### config.mk
export PLATFORM = sky130hd
export DESIGN_NAME = acs_device_flat
export DESIGN_NICKNAME = d
export VERILOG_FILES = /design/src/hw/acs_pkg.sv /design/src/hw/acs_link_if.sv /design/src/hw/acs_device.sv /design/src/flat_wrapper.sv
export SDC_FILE = /design/constraint.sdc
export NUM_CORES = 1
export LEC_CHECK = 0
export BUFFER_PORTS_ARGS = -buffer_cell sky130_fd_sc_hd__buf_2
export CAP_MARGIN = 20
export CORE_UTILIZATION = 31
export CTS_CLUSTER_DIAMETER = 150
export DETAILED_ROUTE_END_ITERATION = 8
export GPL_TIMING_DRIVEN = 0
export PLACE_DENSITY_LB_ADDON = 0.25
export SYNTH_ARGS = -nofsm -noshare
export SYNTH_HDL_FRONTEND = slang
export SYNTH_SLANG_ARGS = --single-unit
### constraint.sdc
create_clock -name clock_i -period 2.41 [get_ports clock_i]
set_input_delay 0.1205 -clock clock_i [delete_from_list [all_inputs] [get_ports clock_i]]
set_output_delay 0.1205 -clock clock_i [all_outputs]
set_load 0.05 [all_outputs]
### src/hw/acs_pkg.sv
package acs_pkg;
    // ***********************************
    // Sequencing and timing constants
    // ***********************************
    localparam int         HALF_W       = 6;
    localparam int         RESULT_W     = 12;
    localparam int         PHASE_W      = 3;
    localparam int         AGE_W        = 4;
    localparam int         CNT_W        = 18;
    localparam int         SETTLE_W     = 13;
    localparam logic [2:0] PHASE_FIRST  = 3'h0;
    localparam logic [2:0] PHASE_LAST   = 3'h7;
    localparam logic [3:0] CONV_CONT    = 4'ha;
    localparam logic [3:0] CONV_EARLY   = 4'hb;
    localparam logic [3:0] CONV_LATE    = 4'ha;
    localparam logic [3:0] AGE_START    = 4'h1;
    localparam logic [3:0] AGE_FLASH1   = 4'h2;
    localparam logic [3:0] AGE_RES_ON   = 4'h3;
    localparam logic [3:0] AGE_TRACK    = 4'h4;
    localparam logic [3:0] AGE_FLASH2   = 4'h6;
    localparam logic [1:0] RDY_CYCLES   = 2'h3;
    localparam int         CAL_CYCLES   = 203578;
    localparam int         SETTLE_CYCLES = 4288;
    localparam logic [3:0] RST_LOW      = 4'h2;
    localparam logic [3:0] CAL_PULSE    = 4'h2;
    localparam logic [2:0] HOLD_LOW     = 3'h4;

    // ***********************************
    // Device sequencing modes
    // ***********************************
    typedef enum logic [4:0] {
        ST_UNCAL = 5'h01,
        ST_CLEAR = 5'h02,
        ST_CAL   = 5'h04,
        ST_FIRST = 5'h08,
        ST_RUN   = 5'h10
    } acs_mode_t;
endpackage : acs_pkg

### src/hw/acs_link_if.sv
`timescale 1ns/1ps
interface acs_link_if;
    // ***********************************
    // Pins between controller and converter
    // ***********************************
    logic sample_hold_n;
    logic continuous_mode_sel;
    logic hw_reset_n;
    logic calibrate_strobe;
    logic chip_select_n;
    logic result_ready_n;

    modport dev (
        input  sample_hold_n,
        input  continuous_mode_sel,
        input  hw_reset_n,
        input  calibrate_strobe,
        input  chip_select_n,
        output result_ready_n
    );

    modport host (
        output sample_hold_n,
        output continuous_mode_sel,
        output hw_reset_n,
        output calibrate_strobe,
        output chip_select_n,
        input  result_ready_n
    );
endinterface : acs_link_if

### src/hw/acs_device.sv
// How it works
// RL1: Continuous mode self-holds every eight clocks
// RL2: Hold falling edge starts conversion next edge
// RL3: Controller spaces holds at multiples of eight
// RL4: First hold after calibration sets phase zero
// RL5: Later holds land between state 7 and 0
// RL6: Misplaced hold restarts 4288-cycle adjustment
// RL7: Results untrusted 4288 cycles after first hold
// RL8: Continuous mode: one result per eight, latency ten
// RL9: External holds convert in 10 or 11 cycles
// RL10: Conversions overlap two to three cycles
// RL11: Next hold accepted before previous result
// RL12: Upper six bits, then residue times 64
// RL13: Master clock never stopped over one second
// RL14: Clock cycles may be skipped, average held
// RL15: Reset or calibrate after power-up, anytime later
// RL16: Consumer may decimate results for lower rates
// RL17: Ready low three clocks per new result
// RL18: Reset clears; release starts 203,578-cycle calibration
// RL19: Calibrate strobe with select low calibrates
// RL20: Reset overrides all, restarts calibration
// RL21: Free modulo-eight phase checks hold window
`timescale 1ns/1ps
module acs_device #(
    parameter int CAL_CYCLES    = acs_pkg::CAL_CYCLES,
    parameter int SETTLE_CYCLES = acs_pkg::SETTLE_CYCLES
) (
    input  wire logic                          clock_i,
    input  wire logic                          resetn_i,
    acs_link_if.dev                            link,
    input  wire logic [acs_pkg::HALF_W-1:0]    flash_code_i,
    output logic      [acs_pkg::RESULT_W-1:0]  result_o,
    output logic                               result_strobe_o,
    output logic                               front_hold_o,
    output logic                               residue_hold_o,
    output logic                               calibrating_o,
    output logic                               accurate_o,
    output logic                               window_error_o,
    output logic      [acs_pkg::PHASE_W-1:0]   phase_o
);
    // ***********************************
    // State
    // ***********************************
    typedef struct packed {
        acs_pkg::acs_mode_t                        mode;
        logic [acs_pkg::CNT_W-1:0]                 cal_cnt;
        logic [acs_pkg::SETTLE_W-1:0]              settle_cnt;
        logic                                      accurate;
        logic                                      calib;
        logic [acs_pkg::PHASE_W-1:0]               phase;
        logic                                      hold_n_d;
        logic [1:0]                                act;
        logic [1:0][acs_pkg::AGE_W-1:0]            age;
        logic [1:0][acs_pkg::AGE_W-1:0]            len;
        logic [1:0][acs_pkg::HALF_W-1:0]           coarse;
        logic [1:0][acs_pkg::HALF_W-1:0]           fine;
        logic [acs_pkg::RESULT_W-1:0]              result;
        logic                                      strobe;
        logic [1:0]                                rdy_cnt;
        logic                                      rdy_n;
        logic                                      front_hold;
        logic                                      res_hold;
        logic                                      win_err;
    } acs_dev_state_t;

    localparam logic [acs_pkg::CNT_W-1:0]    CAL_LOAD    = acs_pkg::CNT_W'(CAL_CYCLES);
    localparam logic [acs_pkg::SETTLE_W-1:0] SETTLE_LOAD = acs_pkg::SETTLE_W'(SETTLE_CYCLES);

    acs_dev_state_t q;
    acs_dev_state_t next_q;

    // ***********************************
    // Next state
    // ***********************************
    always_comb begin
        logic                       ext_fall;
        logic                       int_hold;
        logic                       hold;
        logic                       cal_req;
        logic                       in_window;
        logic                       slot;
        logic                       fh;
        logic                       rh;
        logic [acs_pkg::AGE_W-1:0]  nage;
        logic [acs_pkg::AGE_W-1:0]  conv_len;
        ext_fall  = 1'b0;
        int_hold  = 1'b0;
        hold      = 1'b0;
        cal_req   = 1'b0;
        in_window = 1'b0;
        slot      = 1'b0;
        fh        = 1'b0;
        rh        = 1'b0;
        nage      = '0;
        conv_len  = '0;
        next_q          = q;
        next_q.strobe   = 1'b0;
        next_q.win_err  = 1'b0;
        next_q.hold_n_d = link.sample_hold_n;
        next_q.phase    = q.phase + 3'h1; // RL21
        ext_fall = q.hold_n_d & ~link.sample_hold_n; // RL2
        int_hold = link.continuous_mode_sel & link.sample_hold_n & (q.phase == acs_pkg::PHASE_LAST); // RL1
        hold     = (q.mode == acs_pkg::ST_FIRST || q.mode == acs_pkg::ST_RUN) & (ext_fall | int_hold);
        in_window = (q.phase == acs_pkg::PHASE_LAST) || (q.phase == acs_pkg::PHASE_FIRST); // RL21
        cal_req  = link.calibrate_strobe & ~link.chip_select_n; // RL19

        // Fixed-phase completion: an early hold converts one cycle longer
        if (link.continuous_mode_sel && link.sample_hold_n) begin
            conv_len = acs_pkg::CONV_CONT; // RL8
        end else if (q.mode == acs_pkg::ST_RUN && q.phase == acs_pkg::PHASE_LAST) begin
            conv_len = acs_pkg::CONV_EARLY; // RL9
        end else begin
            conv_len = acs_pkg::CONV_LATE; // RL9
        end

        // Conversion slots: two in flight cover the 2-3 cycle overlap
        for (int i = 0; i < 2; i++) begin
            nage = q.age[i] + 4'h1;
            if (q.act[i]) begin
                next_q.age[i] = nage;
                if (nage < acs_pkg::AGE_TRACK) begin
                    fh = 1'b1; // RL11
                end
                if (nage >= acs_pkg::AGE_RES_ON && nage <= acs_pkg::AGE_FLASH2) begin
                    rh = 1'b1; // RL11
                end
                if (nage == acs_pkg::AGE_FLASH1) begin
                    next_q.coarse[i] = flash_code_i; // RL12
                end
                if (nage == acs_pkg::AGE_FLASH2) begin
                    next_q.fine[i] = flash_code_i; // RL12
                end
                if (nage == q.len[i]) begin
                    next_q.act[i]  = 1'b0;
                    next_q.result  = {q.coarse[i], {acs_pkg::HALF_W{1'b0}}} | // RL12
                                     {{acs_pkg::HALF_W{1'b0}}, q.fine[i]};
                    next_q.strobe  = 1'b1;
                    next_q.rdy_n   = 1'b0; // RL17
                    next_q.rdy_cnt = acs_pkg::RDY_CYCLES; // RL17
                end
            end
        end

        // Ready pulse countdown
        if (q.rdy_cnt != 2'h0 && next_q.rdy_cnt == q.rdy_cnt) begin
            next_q.rdy_cnt = q.rdy_cnt - 2'h1;
            if (q.rdy_cnt == 2'h1) begin
                next_q.rdy_n = 1'b1; // RL17
            end
        end

        // Background adjustment settle time
        if (q.settle_cnt != '0) begin
            next_q.settle_cnt = q.settle_cnt - 13'h1;
            if (q.settle_cnt == 13'h1) begin
                next_q.accurate = 1'b1; // RL6
            end
        end

        // New hold takes a free slot while the older one finishes
        if (hold) begin
            slot = q.act[0];
            if (!(q.act[0] && q.act[1])) begin
                next_q.act[slot] = 1'b1; // RL10
                next_q.age[slot] = acs_pkg::AGE_START; // RL2
                next_q.len[slot] = conv_len;
                fh = 1'b1; // RL2
            end
            if (q.mode == acs_pkg::ST_FIRST) begin
                next_q.mode       = acs_pkg::ST_RUN;
                next_q.phase      = acs_pkg::PHASE_FIRST; // RL4
                next_q.settle_cnt = SETTLE_LOAD; // RL6
                next_q.accurate   = 1'b0;
            end else if (!in_window) begin
                next_q.win_err    = 1'b1; // RL6
                next_q.settle_cnt = SETTLE_LOAD; // RL6
                next_q.accurate   = 1'b0; // RL6
            end
        end
        next_q.front_hold = fh;
        next_q.res_hold   = rh;

        // Calibration sequencing
        unique case (q.mode)
            acs_pkg::ST_UNCAL, acs_pkg::ST_CLEAR: begin
                if (q.mode == acs_pkg::ST_CLEAR && link.hw_reset_n && !cal_req) begin
                    next_q.mode    = acs_pkg::ST_CAL; // RL18
                    next_q.cal_cnt = CAL_LOAD; // RL18
                end
            end
            acs_pkg::ST_CAL: begin
                next_q.cal_cnt = q.cal_cnt - 18'h1;
                if (q.cal_cnt == 18'h1) begin
                    next_q.mode = acs_pkg::ST_FIRST; // RL4
                end
            end
            acs_pkg::ST_FIRST, acs_pkg::ST_RUN: begin
            end
        endcase

        // Reset and calibrate are level sensitive and win over everything
        if (!link.hw_reset_n || cal_req) begin
            next_q            = '0; // RL20
            next_q.mode       = acs_pkg::ST_CLEAR; // RL15
            next_q.hold_n_d   = link.sample_hold_n;
            next_q.rdy_n      = 1'b1;
        end
        next_q.calib = (next_q.mode == acs_pkg::ST_CAL) || (next_q.mode == acs_pkg::ST_CLEAR);
    end

    // ***********************************
    // Register
    // ***********************************
    always_ff @(posedge clock_i or negedge resetn_i) begin
        if (!resetn_i) begin
            q          <= '0;
            q.mode     <= acs_pkg::ST_UNCAL;
            q.hold_n_d <= 1'b1;
            q.rdy_n    <= 1'b1;
        end else begin
            q <= next_q;
        end
    end

    // ***********************************
    // Outputs
    // ***********************************
    assign link.result_ready_n = q.rdy_n;
    assign result_o            = q.result;
    assign result_strobe_o     = q.strobe;
    assign front_hold_o        = q.front_hold;
    assign residue_hold_o      = q.res_hold;
    assign calibrating_o       = q.calib;
    assign accurate_o          = q.accurate;
    assign window_error_o      = q.win_err;
    assign phase_o             = q.phase;
endmodule : acs_device

### src/flat_wrapper.sv
// flat-port wrapper written by rule: the top's interface ports become plain ports
module acs_device_flat 
#(
    parameter int CAL_CYCLES    = acs_pkg::CAL_CYCLES,
    parameter int SETTLE_CYCLES = acs_pkg::SETTLE_CYCLES
)
  (clock_i, resetn_i, flash_code_i, result_o, result_strobe_o, front_hold_o, residue_hold_o, calibrating_o, accurate_o, window_error_o, phase_o, link_sample_hold_n, link_continuous_mode_sel, link_hw_reset_n, link_calibrate_strobe, link_chip_select_n, link_result_ready_n);
  acs_link_if link_i ();
  input  wire logic clock_i;
  input  wire logic resetn_i;
  input  wire logic [acs_pkg::HALF_W-1:0] flash_code_i;
  output logic      [acs_pkg::RESULT_W-1:0] result_o;
  output logic result_strobe_o;
  output logic front_hold_o;
  output logic residue_hold_o;
  output logic calibrating_o;
  output logic accurate_o;
  output logic window_error_o;
  output logic      [acs_pkg::PHASE_W-1:0] phase_o;
  input wire logic [$bits(link_i.sample_hold_n)-1:0] link_sample_hold_n;
  input wire logic [$bits(link_i.continuous_mode_sel)-1:0] link_continuous_mode_sel;
  input wire logic [$bits(link_i.hw_reset_n)-1:0] link_hw_reset_n;
  input wire logic [$bits(link_i.calibrate_strobe)-1:0] link_calibrate_strobe;
  input wire logic [$bits(link_i.chip_select_n)-1:0] link_chip_select_n;
  output wire logic [$bits(link_i.result_ready_n)-1:0] link_result_ready_n;
  assign link_i.sample_hold_n = link_sample_hold_n;
  assign link_i.continuous_mode_sel = link_continuous_mode_sel;
  assign link_i.hw_reset_n = link_hw_reset_n;
  assign link_i.calibrate_strobe = link_calibrate_strobe;
  assign link_i.chip_select_n = link_chip_select_n;
  assign link_result_ready_n = link_i.result_ready_n;
  acs_device #(.CAL_CYCLES(CAL_CYCLES), .SETTLE_CYCLES(SETTLE_CYCLES)) u_core (.clock_i(clock_i), .resetn_i(resetn_i), .link(link_i), .flash_code_i(flash_code_i), .result_o(result_o), .result_strobe_o(result_strobe_o), .front_hold_o(front_hold_o), .residue_hold_o(residue_hold_o), .calibrating_o(calibrating_o), .accurate_o(accurate_o), .window_error_o(window_error_o), .phase_o(phase_o));
endmodule
==> impl_summary.txt <==
----------------------------------------------------
[Outcome]
  Run status ... completed

[Global route]
  Pin count of the biggest net entering global routing ... slightly below 60
  Total track usage ... 0.149
  Overflow left after global routing ... 0
  Initial antenna violation count ... 0
  Global-route wire length before repair ... about 20,000 um
  Vias in the first global route ... between 3,000 and 4,000

[STA]
  Total Neg Setup Slack ... 0 ns
  Setup Viol. Count Final ... 0
  Number of hold violations in the final report ... 0
  Part of the cycle the worst path needs ... 0.950
  Final period demand of the worst path ... around 2.3 ns
  Worst clock skew ... just over 0.009 ns
  Setup repair after global routing missed its margin ... no
  Total count of max-transition violations in the final report ... 0
  Worst-case headroom to the max-slew limit ... 0.448
  Fmax achieved ... about 440 MHz
  Slew of the pin with the lowest slew margin ... 0.821 ns

[Worst setup path]
  Reg2reg setup slack ... between 0.1 and 0.15 ns
  Required time at the endpoint of the critical path ... about 2.7 ns
  Worst setup path category ... reg -> reg
  Count of cells along the worst register-to-register path ... 9
  Worst path top cell family by delay ... simple AND/OR/NAND/NOR gates
  Startpoint of the worst-slack reg-to-reg timing path ... u_core.q[51]$_DFF_PN0_
  Data arrival, critical path ... 2.57 ns
  Destination of the worst register-to-register timing path ... u_core.q[5]$_DFF_PN0_
  Maximum fanout encountered on the critical timing path ... 6
  Most Frequent Cell on Critical Path ... buf_4
  Worst Setup Start Kind ... register
  Highest-delay cell along the critical path ... dfrtp_2
  Cell chain of the critical path ... inv_1 > ha_1 > nand2b_1 > nor4b_2 > mux2i_2 > buf_4 > buf_4 > a22oi_1 > o221a_1
  Crit path buf inv count ... 3
  Element type at the critical path end ... register
  Largest stage delay on the critical path ... 0.44 ns

[Hold path]
  Worst-case hold path end point ... u_core.q[36]$_DFFE_PN0P_
  Startpoint of the tightest hold check path ... flash_code_i[5]
  Worst min path class ... in -> reg
  Hold path cells ... 3

[Finish]
  Number of antenna repair diodes ... 0
  Final instance area ... ~6000 sq um
  Most frequent standard cell in the layout excluding fill and tap cells ... dfrtp_1
  Post-layout instance count excluding filler cells ... between 700 and 800
  Area growth from synthesis to layout ... 16.0%
  Most frequent cells in the layout ... dfrtp_1 (95), nor2_1 (57), nand2_1 (45)
  Post-Route Utilization ... 0.372
  Ratio of cells with drive above 1 in the final layout ... 0.183
  Number of nets in the finished design ... ~600

[Drt]
  Via count ... between 3,000 and 4,000
  Final wirelength ... between 10,000 and 15,000 um
  Detail Route Antenna Nets ... 0
  Detailed-routing iteration count for the pre-antenna-repair pass ... 5
  Number of DRC violations after detailed-routing iteration 0 ... between 200 and 300
  DRC violation count after routing ... 0
  Average wire per standard cell ... 15.0 um
  Via density ... ~5

[Placed design]
  Cells after DPL ... between 700 and 800
  Instance area at placement ... ~5600 sq um
  Routability Congestion ... about 0.78
  Number of input and output port buffers inserted ... 34
  Post-detail-place hpwl ... approximately 8400 um

[CTS]
  TritonCTS clock tree ... done
  Number of sinks on the clock net ... a little under 100
  Root buffer selected by CTS ... clkbuf_16
  TritonCTS Buffers ... 9
  Clock edge transition at the registers on the reported setup and hold paths ... 0.07 ns
  Insertion delay of the later-clocked pin in the worst-skew pair ... about 0.34 ns
  Maximum level of the CTS H-tree ... 3
  Max clock buf depth ... 2

[Yosys]
  Post-synthesis net count ... 552
  Post-synth EDFFs ... 0
  Average size of a mapped cell ... roughly 9.9 sq um
  Yosys Warn Count ... 0
  Number of instances in the synthesized netlist ... 522
  Post-synthesis instance area ... a little over 5000 sq um
  Distinct cells, synth ... 58
  Share of synthesized area occupied by flip-flops and latches ... 0.482
  Flops & latches, synth ... between 90 and 100
  Ys async rst share ... 1.00
  Most used flip-flop cell after synthesis ... dfrtp_1

[Run]
  Count of maximum capacitance violations ... 0

[Floorplan]
  Die Width ... between 100 and 150 um
  Total die area ... ~17,000 sq um
  Initial core utilization ... 0.321
  Placeable Area ... approximately 16,000 sq um
  I/O pin count ... 35
  Number of cell rows ... 46
  Die outline height ... roughly 130 um

[Power and ir drop]
  Worst IR Drop VDD ... 321 uV
  Final total power ... 4.12 mW
  Leakage Power ... about 2.7 nW
  Pwr per Cell Area ... just under 700 nW/um^2

----------------------------------------------------
[cells in the mapped netlist, types with 4 or more instances]
| cell type | number | area (sq um) |
|---|---|---|
| a31oi_1 | 15 | 93.8 |
| clkbuf_1 | 15 | 56.3 |
| xor2_1 | 20 | 175 |
| nand4_1 | 15 | 93.8 |
| and3_1 | 4 | 25.0 |
| nand2_1 | 45 | 169 |
| nand2b_1 | 7 | 43.8 |
| xnor2_1 | 12 | 105 |
| and2_1 | 5 | 31.3 |
| nor3_1 | 6 | 30.0 |
| mux2i_1 | 20 | 200 |
| buf_2 | 5 | 25.0 |
| nor2_1 | 57 | 214 |
| o21ai_0 | 23 | 115 |
| or3_1 | 5 | 31.3 |
| dfrtp_1 | 96 | 2400 |
| buf_4 | 16 | 120 |
| o31ai_1 | 8 | 60.1 |
| nand3_1 | 11 | 55.1 |
| nor4_1 | 4 | 25.0 |
| a211oi_1 | 4 | 30.0 |
| a21oi_1 | 39 | 195 |
| ha_1 | 17 | 213 |
| inv_1 | 17 | 63.8 |
[routing by layer]
layer	share of wire	vias up	wire [um]	track usage
met4	0.012	0	148	0.0480
met5	0	-	0	0
li1	-	1945	-	-
met1	0.51	1910	6030	0.211
met2	0.45	49	5420	0.230
met3	0.026	10	314	0.0273
[where the power goes]
| part | switching [mW] | leakage, nW | internal, mW | total, mW |
|---|---|---|---|---|
| Clock | 0.640 | 0.130 | 0.727 | 1.37 |
| Combinational | 0.535 | 1.28 | 0.345 | 0.880 |
| Sequential | 0.114 | 1.34 | 1.76 | 1.87 |
[worst max-delay path by stage]
stage                                      start                       endpoint  depth (start not counted)
final                     u_core.q[51]$_DFF_PN0_          u_core.q[5]$_DFF_PN0_                          9
after global routing      u_core.q[55]$_DFF_PN0_   u_core.result_o[5]$_DFF_PN0_                          7
after CTS                 u_core.q[51]$_DFF_PN0_  u_core.result_o[11]$_DFF_PN0_                          8
after detailed placement  u_core.q[55]$_DFF_PN0_   u_core.result_o[3]$_DFF_PN0_                          7
after global placement    u_core.q[55]$_DFF_PN0_   u_core.result_o[5]$_DFF_PN0_                          7
after floorplan           u_core.q[55]$_DFF_PN0_  u_core.result_o[10]$_DFF_PN0_                          7
[final cells by class]
| class | count | area, sq um |
|---|---|---|
| well taps | 216 | 270 |
| fillers | 1602 | 10100 |
| clock inverters | 6 | 41.3 |
| inverters | 17 | 63.8 |
| repair buffers | 41 | 250 |
| plain buffers | 36 | 205 |
| clock buffers | 10 | 239 |
| flip-flops and latches | 99 | 2480 |
| multi-input cells | 370 | 2420 |
[state kept, by name, summed over array words and instances (netlist names)]
| signal | cells |
|---|---|
| u_core.q | 77 |
| u_core.result_o | 12 |
| u_core.phase_o | 3 |
| u_core.accurate_o | 1 |
| u_core.calibrating_o | 1 |
| u_core.front_hold_o | 1 |
| u_core.link.result_ready_n | 1 |
| u_core.residue_hold_o | 1 |
| u_core.result_strobe_o | 1 |
| u_core.window_error_o | 1 |
[worst reg2reg max path: cells and delay by family, from the launching register on]
family / cells / cell delay [ns]
and+or+nand+nor: 2 / 0.52
DFF: 1 / 0.44
AOI/OAI and AO/OA: 2 / 0.44
buffers and inverters: 3 / 0.38
adders and majority gates: 1 / 0.33
muxes: 1 / 0.12
[timing repair]
action                                  in CTS  in global routing
gates resized for setup                      2                  6
endpoints found under the setup margin      11                 19
hold endpoints to repair                    42                  0
hold buffers                                 2                  0
buffers inserted                             1                  3
pin swaps                                    0                  0
[metrics by stage]
step	hold WS [ns]	worst slack (ns)
after floorplan	-0.175	0.424
after global placement	0.265	-0.0600
after detailed placement	0.158	-0.118
after CTS	0.0823	0.0287
after global routing	0.0992	0.0251
final	0.0947	0.122
[cell families after synthesis]
| logic type | synth area share |
|---|---|
| compound gates | 0.125 |
| xor+xnor | 0.0544 |
| fa+ha+maj | 0.0413 |
| buf+inv | 0.0515 |
| flops | 0.482 |
| mux | 0.0481 |
| simple gates | 0.198 |
(Power assumes the default switching activity.)
